[config.mk]
export PLATFORM = sky130hd
export DESIGN_NAME = bridge_address_remapper
export DESIGN_NICKNAME = d
export VERILOG_FILES = /design/src/remap_pkg.sv /design/src/bridge_address_remapper.sv /design/src/upstream_window.sv
export SDC_FILE = /design/constraint.sdc
export NUM_CORES = 2
export LEC_CHECK = 0
export BUFFER_PORTS_ARGS = -buffer_cell sky130_fd_sc_hd__buf_2
export CAP_MARGIN = 20
export CORE_ASPECT_RATIO = 0.9
export CORE_MARGIN = 3
export CORE_UTILIZATION = 25
export CTS_CLUSTER_DIAMETER = 30
export DETAILED_ROUTE_END_ITERATION = 8
export RECOVER_POWER = 100
export SYNTH_ARGS = -nofsm -noshare
export SYNTH_HDL_FRONTEND = slang
export SYNTH_HIERARCHICAL = 1
export SYNTH_SLANG_ARGS = --single-unit
[constraint.sdc]
create_clock -name i_ref_clk -period 22.4 [get_ports i_ref_clk]
set_input_delay 3.36 -clock i_ref_clk [delete_from_list [all_inputs] [get_ports i_ref_clk]]
set_output_delay 3.36 -clock i_ref_clk [all_outputs]
set_load 0.01 [all_outputs]
[src/remap_pkg.sv]
// package for the bridge address remapper: widths, register offsets, reset values, carriers
// assumes a single core clock domain and a plain strobe register port
package remap_pkg;

    localparam int PRI_AW    = 40;
    localparam int SEC_AW    = 32;
    localparam int IO_AW     = 25;
    localparam int WIN_COUNT = 2;

    // register word offsets (byte addresses)
    localparam logic [7:0] OFS_CTRL         = 8'h00;
    localparam logic [7:0] OFS_IO_SIZE      = 8'h04;
    localparam logic [7:0] OFS_NP_PRI_BASE  = 8'h08;
    localparam logic [7:0] OFS_NP_PRI_LIM   = 8'h0c;
    localparam logic [7:0] OFS_NP_SEC_BASE  = 8'h10;
    localparam logic [7:0] OFS_PF_PRI_BASE  = 8'h14;
    localparam logic [7:0] OFS_PF_PRI_LIM   = 8'h18;
    localparam logic [7:0] OFS_PF_SEC_BASE  = 8'h1c;
    localparam logic [7:0] OFS_NP_SEC_LIM   = 8'h20;
    localparam logic [7:0] OFS_PF_SEC_LIM   = 8'h24;
    localparam logic [7:0] OFS_STATUS       = 8'h28;
    localparam logic [7:0] OFS_WIN0         = 8'h40;
    localparam logic [7:0] WIN_STRIDE       = 8'h10;
    localparam logic [7:0] WIN_SEC_BASE     = 8'h00;
    localparam logic [7:0] WIN_SEC_LIM      = 8'h04;
    localparam logic [7:0] WIN_PRI_BASE     = 8'h08;
    localparam logic [7:0] WIN_PRI_LIM      = 8'h0c;

    // window registers hold address bits [39:8] (256-byte granules)
    localparam int GRAN_SHIFT = 8;

    // control register fields
    localparam int CTRL_REMAP_EN = 0;
    localparam int CTRL_VGA_EN   = 1;
    localparam int CTRL_ISA_EN   = 2;
    localparam logic [2:0]  CTRL_RESET    = 3'h0;
    localparam logic [4:0]  IO_SIZE_RESET = 5'h00;
    localparam logic [31:0] WIN_RESET     = 32'h0000_0000;
    localparam logic [31:0] UNMAPPED_READ = 32'h0000_0000;

    typedef struct packed {
        logic              valid;
        logic              is_io;
        logic              is_pref;
        logic [PRI_AW-1:0] addr;
    } down_req_t;

    typedef struct packed {
        logic              valid;
        logic              claim;
        logic [SEC_AW-1:0] addr;
    } down_rsp_t;

    typedef struct packed {
        logic              valid;
        logic [SEC_AW-1:0] addr;
    } up_req_t;

    typedef struct packed {
        logic              valid;
        logic              claim;
        logic              in_window;
        logic [PRI_AW-1:0] addr;
    } up_rsp_t;

endpackage

[src/bridge_address_remapper.sv]
// bridge address remapper: downstream i/o aliasing, downstream memory window shift,
// secondary-side claim exclusion and upstream dma window relocation
// assumes requests come from logic on i_ref_clk; answers are registered one cycle later
//
// Notes on behaviour
// - downstream i/o: drop the number of upper address bits given by i/o size
// - claim downstream memory exactly inside memory base/limit, regardless of remap
// - non-prefetchable secondary address = primary minus base difference
// - prefetchable secondary address = primary minus base difference
// - never claim secondary cycles inside either shifted secondary window, unless a dma window hits there
// - non-prefetchable secondary limit = primary limit minus base difference
// - prefetchable secondary limit = primary limit minus base difference
// - each dma window primary limit = secondary limit plus its base difference
// - upstream hit in a dma window adds that window's base difference
// - upstream misses everywhere pass up with address unchanged
//
// Local design decisions: the placing of the registers and the plain strobed port.
`timescale 1ns/1ns
module bridge_address_remapper #(
    parameter int PRI_AW    = remap_pkg::PRI_AW,
    parameter int SEC_AW    = remap_pkg::SEC_AW,
    parameter int IO_AW     = remap_pkg::IO_AW,
    parameter int WIN_COUNT = remap_pkg::WIN_COUNT
) (
    // clock and reset
    input  wire logic                  i_ref_clk,
    input  wire logic                  i_reset,
    // register port
    input  wire logic [7:0]            i_reg_addr,
    input  wire logic [31:0]           i_reg_wdata,
    input  wire logic                  i_reg_write,
    input  wire logic                  i_reg_read,
    output logic [31:0]                o_reg_rdata,
    // downstream request from primary link, answer toward secondary bus
    input  wire remap_pkg::down_req_t  i_down,
    output remap_pkg::down_rsp_t       o_down,
    // upstream request from secondary bus, answer toward primary link
    input  wire remap_pkg::up_req_t    i_up,
    output remap_pkg::up_rsp_t         o_up,
    // decode state for the bridge header
    output logic                       o_decode_undefined
);

////////////////////////////////////////////////////////////////////////////////

    logic [2:0]  ctrl_reg;
    logic [4:0]  io_size_reg;
    logic [31:0] np_pri_base_reg;
    logic [31:0] np_pri_lim_reg;
    logic [31:0] np_sec_base_reg;
    logic [31:0] pf_pri_base_reg;
    logic [31:0] pf_pri_lim_reg;
    logic [31:0] pf_sec_base_reg;

    // one entry per window
    logic [31:0] win_sec_base_reg [WIN_COUNT];
    logic [31:0] win_sec_lim_reg  [WIN_COUNT];
    logic [31:0] win_pri_base_reg [WIN_COUNT];

    // granule register to byte address; limits fill the low bits with ones
    function automatic logic [PRI_AW-1:0] to_base(input logic [31:0] g);
        to_base = {g, {remap_pkg::GRAN_SHIFT{1'b0}}};
    endfunction

    function automatic logic [PRI_AW-1:0] to_limit(input logic [31:0] g);
        to_limit = {g, {remap_pkg::GRAN_SHIFT{1'b1}}};
    endfunction

    function automatic logic [31:0] to_gran(input logic [PRI_AW-1:0] a);
        to_gran = a[PRI_AW-1:remap_pkg::GRAN_SHIFT];
    endfunction

    // inclusive both ends
    function automatic logic in_range(input logic [PRI_AW-1:0] a,
                                      input logic [PRI_AW-1:0] lo,
                                      input logic [PRI_AW-1:0] hi);
        in_range = (a >= lo) && (a <= hi);
    endfunction

    // stride-spaced window map
    function automatic logic win_sel(input logic [7:0] a, input int w, input logic [7:0] f);
        win_sel = (a == 8'(remap_pkg::OFS_WIN0 + 8'(w) * remap_pkg::WIN_STRIDE + f));
    endfunction

////////////////////////////////////////////////////////////////////////////////
// derived window values

    logic [PRI_AW-1:0] nonpref_primary_base;
    logic [PRI_AW-1:0] nonpref_primary_limit;
    logic [PRI_AW-1:0] nonpref_secondary_base;
    logic [PRI_AW-1:0] nonpref_secondary_limit;
    logic [PRI_AW-1:0] nonpref_base_offset;
    logic [PRI_AW-1:0] pref_primary_base;
    logic [PRI_AW-1:0] pref_primary_limit;
    logic [PRI_AW-1:0] pref_secondary_base;
    logic [PRI_AW-1:0] pref_secondary_limit;
    logic [PRI_AW-1:0] pref_base_offset;
    // dma windows ignore remap_en
    logic              remap_en;

    assign remap_en                = ctrl_reg[remap_pkg::CTRL_REMAP_EN];
    assign nonpref_primary_base    = to_base(np_pri_base_reg);
    assign nonpref_primary_limit   = to_limit(np_pri_lim_reg);
    assign pref_primary_base       = to_base(pf_pri_base_reg);
    assign pref_primary_limit      = to_limit(pf_pri_lim_reg);
    // with remap off the secondary windows coincide with the primary ones
    assign nonpref_secondary_base  = remap_en ? to_base(np_sec_base_reg) : nonpref_primary_base;
    assign pref_secondary_base     = remap_en ? to_base(pf_sec_base_reg) : pref_primary_base;

    // all offsets wrap
    assign nonpref_base_offset     = nonpref_primary_base - nonpref_secondary_base;
    assign pref_base_offset        = pref_primary_base - pref_secondary_base;
    assign nonpref_secondary_limit = nonpref_primary_limit - nonpref_base_offset;
    assign pref_secondary_limit    = pref_primary_limit - pref_base_offset;

////////////////////////////////////////////////////////////////////////////////
// dma windows

    // index 0 wins on overlap
    logic [SEC_AW-1:0] upstream_secondary_address;
    logic [PRI_AW-1:0] win_pri_addr [WIN_COUNT];
    logic [PRI_AW-1:0] upstream_window_primary_limit [WIN_COUNT];
    logic [WIN_COUNT-1:0] win_hit;

    assign upstream_secondary_address = i_up.addr;

    // one unit per window
    for (genvar w = 0; w < WIN_COUNT; w++) begin : g_win
        upstream_window #(
            .PRI_AW (PRI_AW),
            .SEC_AW (SEC_AW)
        ) u_win (
            .i_sec_base  (to_base(win_sec_base_reg[w])),
            .i_sec_limit (to_limit(win_sec_lim_reg[w])),
            .i_pri_base  (to_base(win_pri_base_reg[w])),
            .i_addr      (upstream_secondary_address),
            .o_hit       (win_hit[w]),
            .o_pri_addr  (win_pri_addr[w]),
            .o_pri_limit (upstream_window_primary_limit[w])
        );
    end

////////////////////////////////////////////////////////////////////////////////
// register writes

    // fixed map registers
    always_ff @(posedge i_ref_clk or posedge i_reset) begin
        if (i_reset) begin
            ctrl_reg        <= remap_pkg::CTRL_RESET;
            io_size_reg     <= remap_pkg::IO_SIZE_RESET;
            np_pri_base_reg <= remap_pkg::WIN_RESET;
            np_pri_lim_reg  <= remap_pkg::WIN_RESET;
            np_sec_base_reg <= remap_pkg::WIN_RESET;
            pf_pri_base_reg <= remap_pkg::WIN_RESET;
            pf_pri_lim_reg  <= remap_pkg::WIN_RESET;
            pf_sec_base_reg <= remap_pkg::WIN_RESET;
        end else if (i_reg_write) begin
            case (i_reg_addr)
                remap_pkg::OFS_CTRL:        ctrl_reg        <= i_reg_wdata[2:0];
                remap_pkg::OFS_IO_SIZE:     io_size_reg     <= i_reg_wdata[4:0];
                remap_pkg::OFS_NP_PRI_BASE: np_pri_base_reg <= i_reg_wdata;
                remap_pkg::OFS_NP_PRI_LIM:  np_pri_lim_reg  <= i_reg_wdata;
                remap_pkg::OFS_NP_SEC_BASE: np_sec_base_reg <= i_reg_wdata;
                remap_pkg::OFS_PF_PRI_BASE: pf_pri_base_reg <= i_reg_wdata;
                remap_pkg::OFS_PF_PRI_LIM:  pf_pri_lim_reg  <= i_reg_wdata;
                remap_pkg::OFS_PF_SEC_BASE: pf_sec_base_reg <= i_reg_wdata;
                default: begin
                end
            endcase
        end
    end

    // dma window registers
    always_ff @(posedge i_ref_clk or posedge i_reset) begin
        if (i_reset) begin
            for (int w = 0; w < WIN_COUNT; w++) begin
                win_sec_base_reg[w] <= remap_pkg::WIN_RESET;
                win_sec_lim_reg[w]  <= remap_pkg::WIN_RESET;
                win_pri_base_reg[w] <= remap_pkg::WIN_RESET;
            end
        end else if (i_reg_write) begin
            for (int w = 0; w < WIN_COUNT; w++) begin
                if (win_sel(i_reg_addr, w, remap_pkg::WIN_SEC_BASE)) begin
                    win_sec_base_reg[w] <= i_reg_wdata;
                end

                if (win_sel(i_reg_addr, w, remap_pkg::WIN_SEC_LIM)) begin
                    win_sec_lim_reg[w] <= i_reg_wdata;
                end

                if (win_sel(i_reg_addr, w, remap_pkg::WIN_PRI_BASE)) begin
                    win_pri_base_reg[w] <= i_reg_wdata;
                end
            end
        end
    end

////////////////////////////////////////////////////////////////////////////////
// register reads: derived limits and status read back, unmapped reads give zero

    logic [31:0] rdata_next;

    always_comb begin
        rdata_next = remap_pkg::UNMAPPED_READ;

        case (i_reg_addr)
            remap_pkg::OFS_CTRL:        rdata_next = {29'h0000_0000, ctrl_reg};
            remap_pkg::OFS_IO_SIZE:     rdata_next = {27'h000_0000, io_size_reg};
            remap_pkg::OFS_NP_PRI_BASE: rdata_next = np_pri_base_reg;
            remap_pkg::OFS_NP_PRI_LIM:  rdata_next = np_pri_lim_reg;
            remap_pkg::OFS_NP_SEC_BASE: rdata_next = np_sec_base_reg;
            remap_pkg::OFS_PF_PRI_BASE: rdata_next = pf_pri_base_reg;
            remap_pkg::OFS_PF_PRI_LIM:  rdata_next = pf_pri_lim_reg;
            remap_pkg::OFS_PF_SEC_BASE: rdata_next = pf_sec_base_reg;
            remap_pkg::OFS_NP_SEC_LIM:  rdata_next = to_gran(nonpref_secondary_limit);
            remap_pkg::OFS_PF_SEC_LIM:  rdata_next = to_gran(pref_secondary_limit);
            remap_pkg::OFS_STATUS:      rdata_next = {{(32-WIN_COUNT){1'b0}}, win_hit};
            default: begin
            end
        endcase

        // window map overlay
        for (int w = 0; w < WIN_COUNT; w++) begin
            if (win_sel(i_reg_addr, w, remap_pkg::WIN_SEC_BASE)) begin
                rdata_next = win_sec_base_reg[w];
            end

            if (win_sel(i_reg_addr, w, remap_pkg::WIN_SEC_LIM)) begin
                rdata_next = win_sec_lim_reg[w];
            end

            if (win_sel(i_reg_addr, w, remap_pkg::WIN_PRI_BASE)) begin
                rdata_next = win_pri_base_reg[w];
            end

            if (win_sel(i_reg_addr, w, remap_pkg::WIN_PRI_LIM)) begin
                rdata_next = to_gran(upstream_window_primary_limit[w]);
            end
        end
    end

    // read data stand only in the cycle after the strobe
    always_ff @(posedge i_ref_clk or posedge i_reset) begin
        if (i_reset) begin
            o_reg_rdata <= remap_pkg::UNMAPPED_READ;
        end else begin
            o_reg_rdata <= i_reg_read ? rdata_next : remap_pkg::UNMAPPED_READ;
        end
    end

    // legacy decode enables make decoding undefined while remapping; flag it to software
    always_ff @(posedge i_ref_clk or posedge i_reset) begin
        if (i_reset) begin
            o_decode_undefined <= 1'b0;
        end else begin
            o_decode_undefined <= remap_en && (ctrl_reg[remap_pkg::CTRL_VGA_EN]
                                  || ctrl_reg[remap_pkg::CTRL_ISA_EN]);
        end
    end

////////////////////////////////////////////////////////////////////////////////
// downstream path

    logic [PRI_AW-1:0] nonpref_primary_address;
    logic [PRI_AW-1:0] pref_primary_address;
    logic [PRI_AW-1:0] nonpref_secondary_address;
    logic [PRI_AW-1:0] pref_secondary_address;
    logic [IO_AW-1:0]  io_mask;
    logic              np_claim;
    logic              pf_claim;
    remap_pkg::down_rsp_t down_next;

    assign nonpref_primary_address   = i_down.addr;
    assign pref_primary_address      = i_down.addr;
    assign nonpref_secondary_address = nonpref_primary_address - nonpref_base_offset;
    assign pref_secondary_address    = pref_primary_address - pref_base_offset;
    // remapping never changes which cycles are claimed
    assign np_claim = in_range(i_down.addr, nonpref_primary_base, nonpref_primary_limit);
    assign pf_claim = in_range(i_down.addr, pref_primary_base, pref_primary_limit);
    // io size above the port width clears the whole address
    assign io_mask  = (io_size_reg >= 5'(IO_AW)) ? '0 : ({IO_AW{1'b1}} >> io_size_reg);

    always_comb begin
        down_next       = '0;
        down_next.valid = i_down.valid;

        if (i_down.is_io) begin
            down_next.claim = 1'b1;
            down_next.addr  = SEC_AW'(i_down.addr[IO_AW-1:0] & io_mask);
        end else if (i_down.is_pref) begin
            down_next.claim = pf_claim;
            down_next.addr  = pref_secondary_address[SEC_AW-1:0];
        end else begin
            down_next.claim = np_claim;
            down_next.addr  = nonpref_secondary_address[SEC_AW-1:0];
        end
    end

    always_ff @(posedge i_ref_clk or posedge i_reset) begin
        if (i_reset) begin
            o_down <= '0;
        end else begin
            o_down <= down_next;
        end
    end

////////////////////////////////////////////////////////////////////////////////
// upstream path; lowest numbered window wins if software lets windows overlap

    logic [PRI_AW-1:0] up_wide;
    logic              in_sec_mem;
    remap_pkg::up_rsp_t up_next;

    // zero-extend to primary width
    assign up_wide    = {{(PRI_AW-SEC_AW){1'b0}}, i_up.addr};
    assign in_sec_mem = in_range(up_wide, nonpref_secondary_base, nonpref_secondary_limit)
                     || in_range(up_wide, pref_secondary_base, pref_secondary_limit);

    always_comb begin
        up_next           = '0;
        up_next.valid     = i_up.valid;
        up_next.claim     = !in_sec_mem;
        up_next.addr      = up_wide;

        for (int w = WIN_COUNT - 1; w >= 0; w--) begin
            // overlap with memory windows is undefined; the window hit takes it
            if (win_hit[w]) begin
                up_next.in_window = 1'b1;
                up_next.claim     = 1'b1;
                up_next.addr      = win_pri_addr[w];
            end
        end
    end

    always_ff @(posedge i_ref_clk or posedge i_reset) begin
        if (i_reset) begin
            o_up <= '0;
        end else begin
            o_up <= up_next;
        end
    end

endmodule

[src/upstream_window.sv]
// one upstream relocation window: hit test and relocated address
// assumes limit registers are inclusive granule numbers
`timescale 1ns/1ns
module upstream_window #(
    parameter int PRI_AW = 40,
    parameter int SEC_AW = 32
) (
    // window programming
    input  wire logic [PRI_AW-1:0] i_sec_base,
    input  wire logic [PRI_AW-1:0] i_sec_limit,
    input  wire logic [PRI_AW-1:0] i_pri_base,
    // address under test
    input  wire logic [SEC_AW-1:0] i_addr,
    // results
    output logic                   o_hit,
    output logic [PRI_AW-1:0]      o_pri_addr,
    output logic [PRI_AW-1:0]      o_pri_limit
);
    logic [PRI_AW-1:0] upstream_window_offset;
    logic [PRI_AW-1:0] addr_wide;

    // modular arithmetic: offsets wrap, nothing saturates
    assign upstream_window_offset = i_pri_base - i_sec_base;
    assign addr_wide   = {{(PRI_AW-SEC_AW){1'b0}}, i_addr};
    assign o_pri_limit = i_sec_limit + upstream_window_offset;
    assign o_hit       = (addr_wide >= i_sec_base) && (addr_wide <= i_sec_limit);
    assign o_pri_addr  = addr_wide + upstream_window_offset;
endmodule

# After elaboration in Yosys (flattened, before gate mapping)

Index checks and enable logic that the tools add are counted.

Logic and storage cells: 110
Output and inout bits: 110
Input port bits: 120
Register bits: 502

Order comparisons: 13
Bitwise logic cells: 1
Shifts and indexed selects: 1
$add $sub $neg: 12
Eq/ne operators: 18
Muxes and demuxes: 17
Reductions and logical operators: 25

Operators by type and width:

| cell                    | number |
|---|---|
| $pmux W32 S11           | 1 |
| $mux W32                | 9 |
| $sub A40 B40 Y40        | 6 |
| $ge A32 B40 Y1          | 4 |
| $le A32 B40 Y1          | 4 |
| $mux W42                | 2 |
| $add A32 B40 Y40        | 2 |
| $add A40 B40 Y40        | 2 |
| $ge A40 B40 Y1          | 2 |
| $le A40 B40 Y1          | 2 |
| $mux W40                | 2 |
| $mux W33                | 2 |
| $eq A8 B7 Y1 const B    | 8 |
| $sub A32 B32 Y32        | 2 |
| $eq A8 B5 Y1 const B    | 4 |
| $reduce_and A2 Y1       | 14 |
| $and A25 B25 Y25        | 1 |
| $mux W25                | 1 |
| $shr A25 B5 Y25 const A | 1 |
| $eq A8 B6 Y1 const B    | 3 |
| $eq A8 B4 Y1 const B    | 2 |
| $eq A8 B3 Y1 const B    | 1 |
| $logic_not A8 Y1        | 1 |
| $logic_and A1 B1 Y1     | 7 |
| 3 further kinds         | 4 |

# Depth between registers and ports, before layout

Depth in word-level cells: 13
Mapped depth: 35
Depth with buffers taken out: 32

# Cells and area by module

Netlist, hierarchy kept.

Modules (own cells, without submodules):

| module                           | cells each | instances | area an instance (µm²) |
|---|---|---|---|
| bridge_address_remapper          | 3537       | 1         | 35437.7 |
| upstream_window (g_win[1].u_win) | 1093       | 1         | 7790.0 |
| upstream_window (g_win[0].u_win) | 1090       | 1         | 7717.4 |

# Least setup slack after synthesis

No wires, ideal clock.

Kind: register -> register
Start point: reg ctrl_reg[0]
End point: reg o_up[41] in the netlist's numbering
Data arrival time: 6.632 ns
Setup slack: 15.631 ns
Path buffers: 3
Clock period less this slack: 6.769 ns
Setup time: 0.137 ns
Stages on the path, launching flop included: 35
Cell sequence: dfrtp_1 > clkbuf_1 > clkbuf_1 > buf_1 > mux2i_1 > ha_1 > nor2b_1 > o31a_1 > o21ai_0 > nand2b_1 > a21o_1 > a21o_1 > a21o_1 > a21oi_1 > xor2_1 > ha_1 > and2_4 > a221o_1 > a21oi_1 > and4_1 > or2_2 > nor2b_1 > o21ai_0 > nor2b_1 > xnor2_1 > ha_1 > o21ai_0 > a21oi_1 > o21ai_0 > nand2b_1 > a221o_1 > nand3_1 > and4b_1 > nand4b_1 > a32oi_1

RTL lines:

| what                   | line                           | text |
|---|---|---|
| start, declared        | bridge_address_remapper.sv:46  | `logic [2:0] ctrl_reg;` |
| start signal, assigned | bridge_address_remapper.sv:149 | `ctrl_reg <= remap_pkg::CTRL_RESET;` |
| start signal, assigned | bridge_address_remapper.sv:159 | `remap_pkg::OFS_CTRL: ctrl_reg <= i_reg_wdata[2:0];` |
| end signal, assigned   | bridge_address_remapper.sv:339 | `o_up <= up_next;` |
| end, declared          | bridge_address_remapper.sv:39  | `output remap_pkg::up_rsp_t o_up,` |

==> impl_metrics.sql <==
INSERT INTO impl_metrics (metric_group, metric, value, unit) VALUES
('status', 'outcome', 'finished with violations', ''),
('status', 'violations_in_the_final_reports', 'max-capacitance violations, max-slew violations', ''),
('power_and_ir_drop', 'total_power', '5.85', 'mW'),
('worst_setup_path', 'critical_path.endpoint_type', 'async pin', ''),
('floorplanning', 'fp-row-count', '156', ''),
('worst_setup_path', 'max_stage_delay', '3.05', 'ns'),
('route', 'drt_pass1_iterations', '6', ''),
('global_route', 'grt_pass1_vias', '46200', ''),
('timing', 'period_needed', '11.44', 'ns'),
('worst_setup_path', 'critical-path-slowest-cell', 'clkbuf_1', ''),
('cells_and_area', 'layout.cells.most_common_list', 'ha_1 (737), dfrtp_1 (502), a21oi_1 (457), mux2_2 (408), inv_1 (383)', ''),
('timing', 'achievable-frequency', '87.4', 'MHz'),
('worst_setup_path', 'timing.critical_path.max_delay_family', 'buffers and inverters', ''),
('route', 'wl', '219000', 'um'),
('timing', 'timing.clock.skew', '0.0526', 'ns'),
('clocking', 'clkTransAtPathRegs', '0.04', 'ns'),
('worst_setup_path', 'path_buf_inv', '4', ''),
('timing', 'max_slew_margin', '-2.04', ''),
('worst_setup_path', 'worst-endpoint-required', '22.29', 'ns'),
('global_route', 'grt_antenna_before_repair', '59', ''),
('clocking', 'cts-resized-gates', '0', ''),
('synthesis', 'synth-warning-count', '6', ''),
('placed_design', 'gp_routability_congestion', '1.00', ''),
('timing', 'timing.final.hold_violations', '0', ''),
('timing', 'grt_setup_unrepaired', 'false', ''),
('global_route', 'globalRouteOverflowTotal', '0', ''),
('synthesis', 'synth_area', '50800', 'um2'),
('clocking', 'clock_sinks', '502', ''),
('worst_setup_path', 'critical-path-top-cell-by-count', 'clkbuf_1', ''),
('route', 'via_count', '48400', ''),
('clocking', 'cts.path.max_buffers', '3', ''),
('cells_and_area', 'design.final.nets', '6842', ''),
('floorplanning', 'die_area', '209000', 'um2'),
('power_and_ir_drop', 'p_leak', '27.7', 'nW'),
('worst_setup_path', 'critical_path.cell_chain', 'buf_2 > clkinvlp_2 > clkbuf_1 > clkbuf_1', ''),
('timing', 'worst_pin_slew', '4.57', 'ns'),
('global_route', 'grt_usage', '0.203', ''),
('floorplanning', 'floorplan.core_area', '201000', 'um2'),
('route', 'drtIter0Drc', '4994', ''),
('placed_design', 'buffer_ports.inserted', '229', ''),
('clocking', 'htree_levels', '4', ''),
('timing', 'final_min_period_over_clock_period', '0.511', ''),
('global_route', 'grt_max_degree', '75', ''),
('timing', 'maxSlewViolCount', '1313', ''),
('floorplanning', 'design.portCount', '230', ''),
('worst_setup_path', 'crit_path_start_kind', 'primary input', ''),
('synthesis', 'post_synth.cell_area_avg', '8.92', 'um2'),
('route', 'detail_route.wl_per_cell', '24.9', 'um'),
('placed_design', 'post_dp_cell_area', '55200', 'um2'),
('placed_design', 'dp_hpwl', '176000', 'um'),
('worst_setup_path', 'crit_path_max_fanout', '74', ''),
('worst_setup_path', 'classification_of_the_worst_setup_path', 'in2async', ''),
('power_and_ir_drop', 'power-per-cell-area', '97.5', 'nW/um2'),
('clocking', 'post-cts-setup-buffer-count', '0', ''),
('clocking', 'ctsHoldBuffers', '0', ''),
('clocking', 'root_buffer', 'clkbuf_16', ''),
('cells_and_area', 'drive_above_1_share', '0.141', ''),
('hold_path', 'worst_hold_path_type', 'reg2reg', ''),
('floorplanning', 'die_y', '434', 'um'),
('floorplanning', 'floorplan.die.width', '481', 'um'),
('global_route', 'first_pass_grt_wire_length', '312000', 'um'),
('clocking', 'cts_buffers', '137', ''),
('power_and_ir_drop', 'worst_ir_drop_vdd', '0.0608', 'mV'),
('timing', 'fin_setup_tns', '0', 'ns'),
('cells_and_area', 'area.growth.synth_to_final', '18.2', '%'),
('run', 'drv.max_cap_violation_count', '33', ''),
('route', 'final_antenna_net_count', '0', ''),
('timing', 'worst_hold_slack', '0.533', 'ns'),
('timing', 'setup-violations-final', '0', ''),
('route', 'vias_per_cell', '5.50', ''),
('clocking', 'tritoncts', 'yes', ''),
('clocking', 'clkLatencyLatePin', '0.79', 'ns'),
('cells_and_area', 'finalInstanceArea', '60000', 'um2'),
('cells_and_area', 'mostFrequentLayoutCell', 'ha_1', ''),
('floorplanning', 'start_util', '0.252', ''),
('route', 'drc', '0', ''),
('synthesis', 'syn_inst', '5695', ''),
('worst_setup_path', 'crit_arrival', '11.33', 'ns');
==> through the flow <==
stage                     cells   util  worst slack, ns
after floorplan            5765      -             5.02
after global placement     8521  0.274            14.87
after detailed placement   8521  0.274            14.86
after CTS                  8776  0.299            14.79
after global routing       8783  0.298             9.48
final                      8794  0.298            10.96
==> where the power goes <==
group	internal, mW	switching [mW]	leakage, nW
clock	1.44	0.701	2.46
sequential	0.994	0.0798	6.79
combinational	0.999	1.63	18.4
total	3.44	2.41	27.7
==> final timing paths <==
kind                                     from              endpoint  slack [ns]  cells past startpoint
min in group asynchronous             i_reset        o_reg_rdata[0]        3.71                      2
min reg2reg                np_sec_base_reg[9]    np_sec_base_reg[9]        0.53                      1
max in group i_ref_clk            ctrl_reg[0]              o_up[41]       11.30                     26
max reg2reg                       ctrl_reg[0]              o_up[41]       11.30                     26
min                        np_sec_base_reg[9]    np_sec_base_reg[9]        0.53                      1
max                                   i_reset  win_sec_base_reg[60]       10.96                      4
==> cell type report <==
cell class | instances | area, um2
multi-input cells | 4670 | 36200
clock buffers | 165 | 3740
repair buffers | 279 | 1250
flip-flops and latches | 502 | 12600
inverters | 384 | 1440
fillers | 21200 | 141000
clock inverters | 90 | 1380
well taps | 2686 | 3360
diodes | 18 | 45.0
==> worst reg2reg max path, delay by kind of cell, from the launching register on <==
| family | cells | cell delay (ns) |
|---|---|---|
| buffers and inverters | 1 | 3.23 |
| AOI/OAI and AO/OA | 10 | 2.73 |
| and+or+nand+nor | 9 | 1.83 |
| adders and majority gates | 3 | 1.12 |
| DFF | 1 | 0.78 |
| xor gates and xnor gates | 2 | 0.67 |
| muxes | 1 | 0.65 |
==> layer usage <==
layer	routed length [um]	vias to the layer above	GRT usage	share of wire
met5	105	-	0	0.00048
met4	6280	16	0.0556	0.029
met3	23600	378	0.0510	0.11
met2	90300	2405	0.297	0.41
met1	98500	23800	0.291	0.45
li1	-	21800	-	-
(Power assumes the default switching activity.)
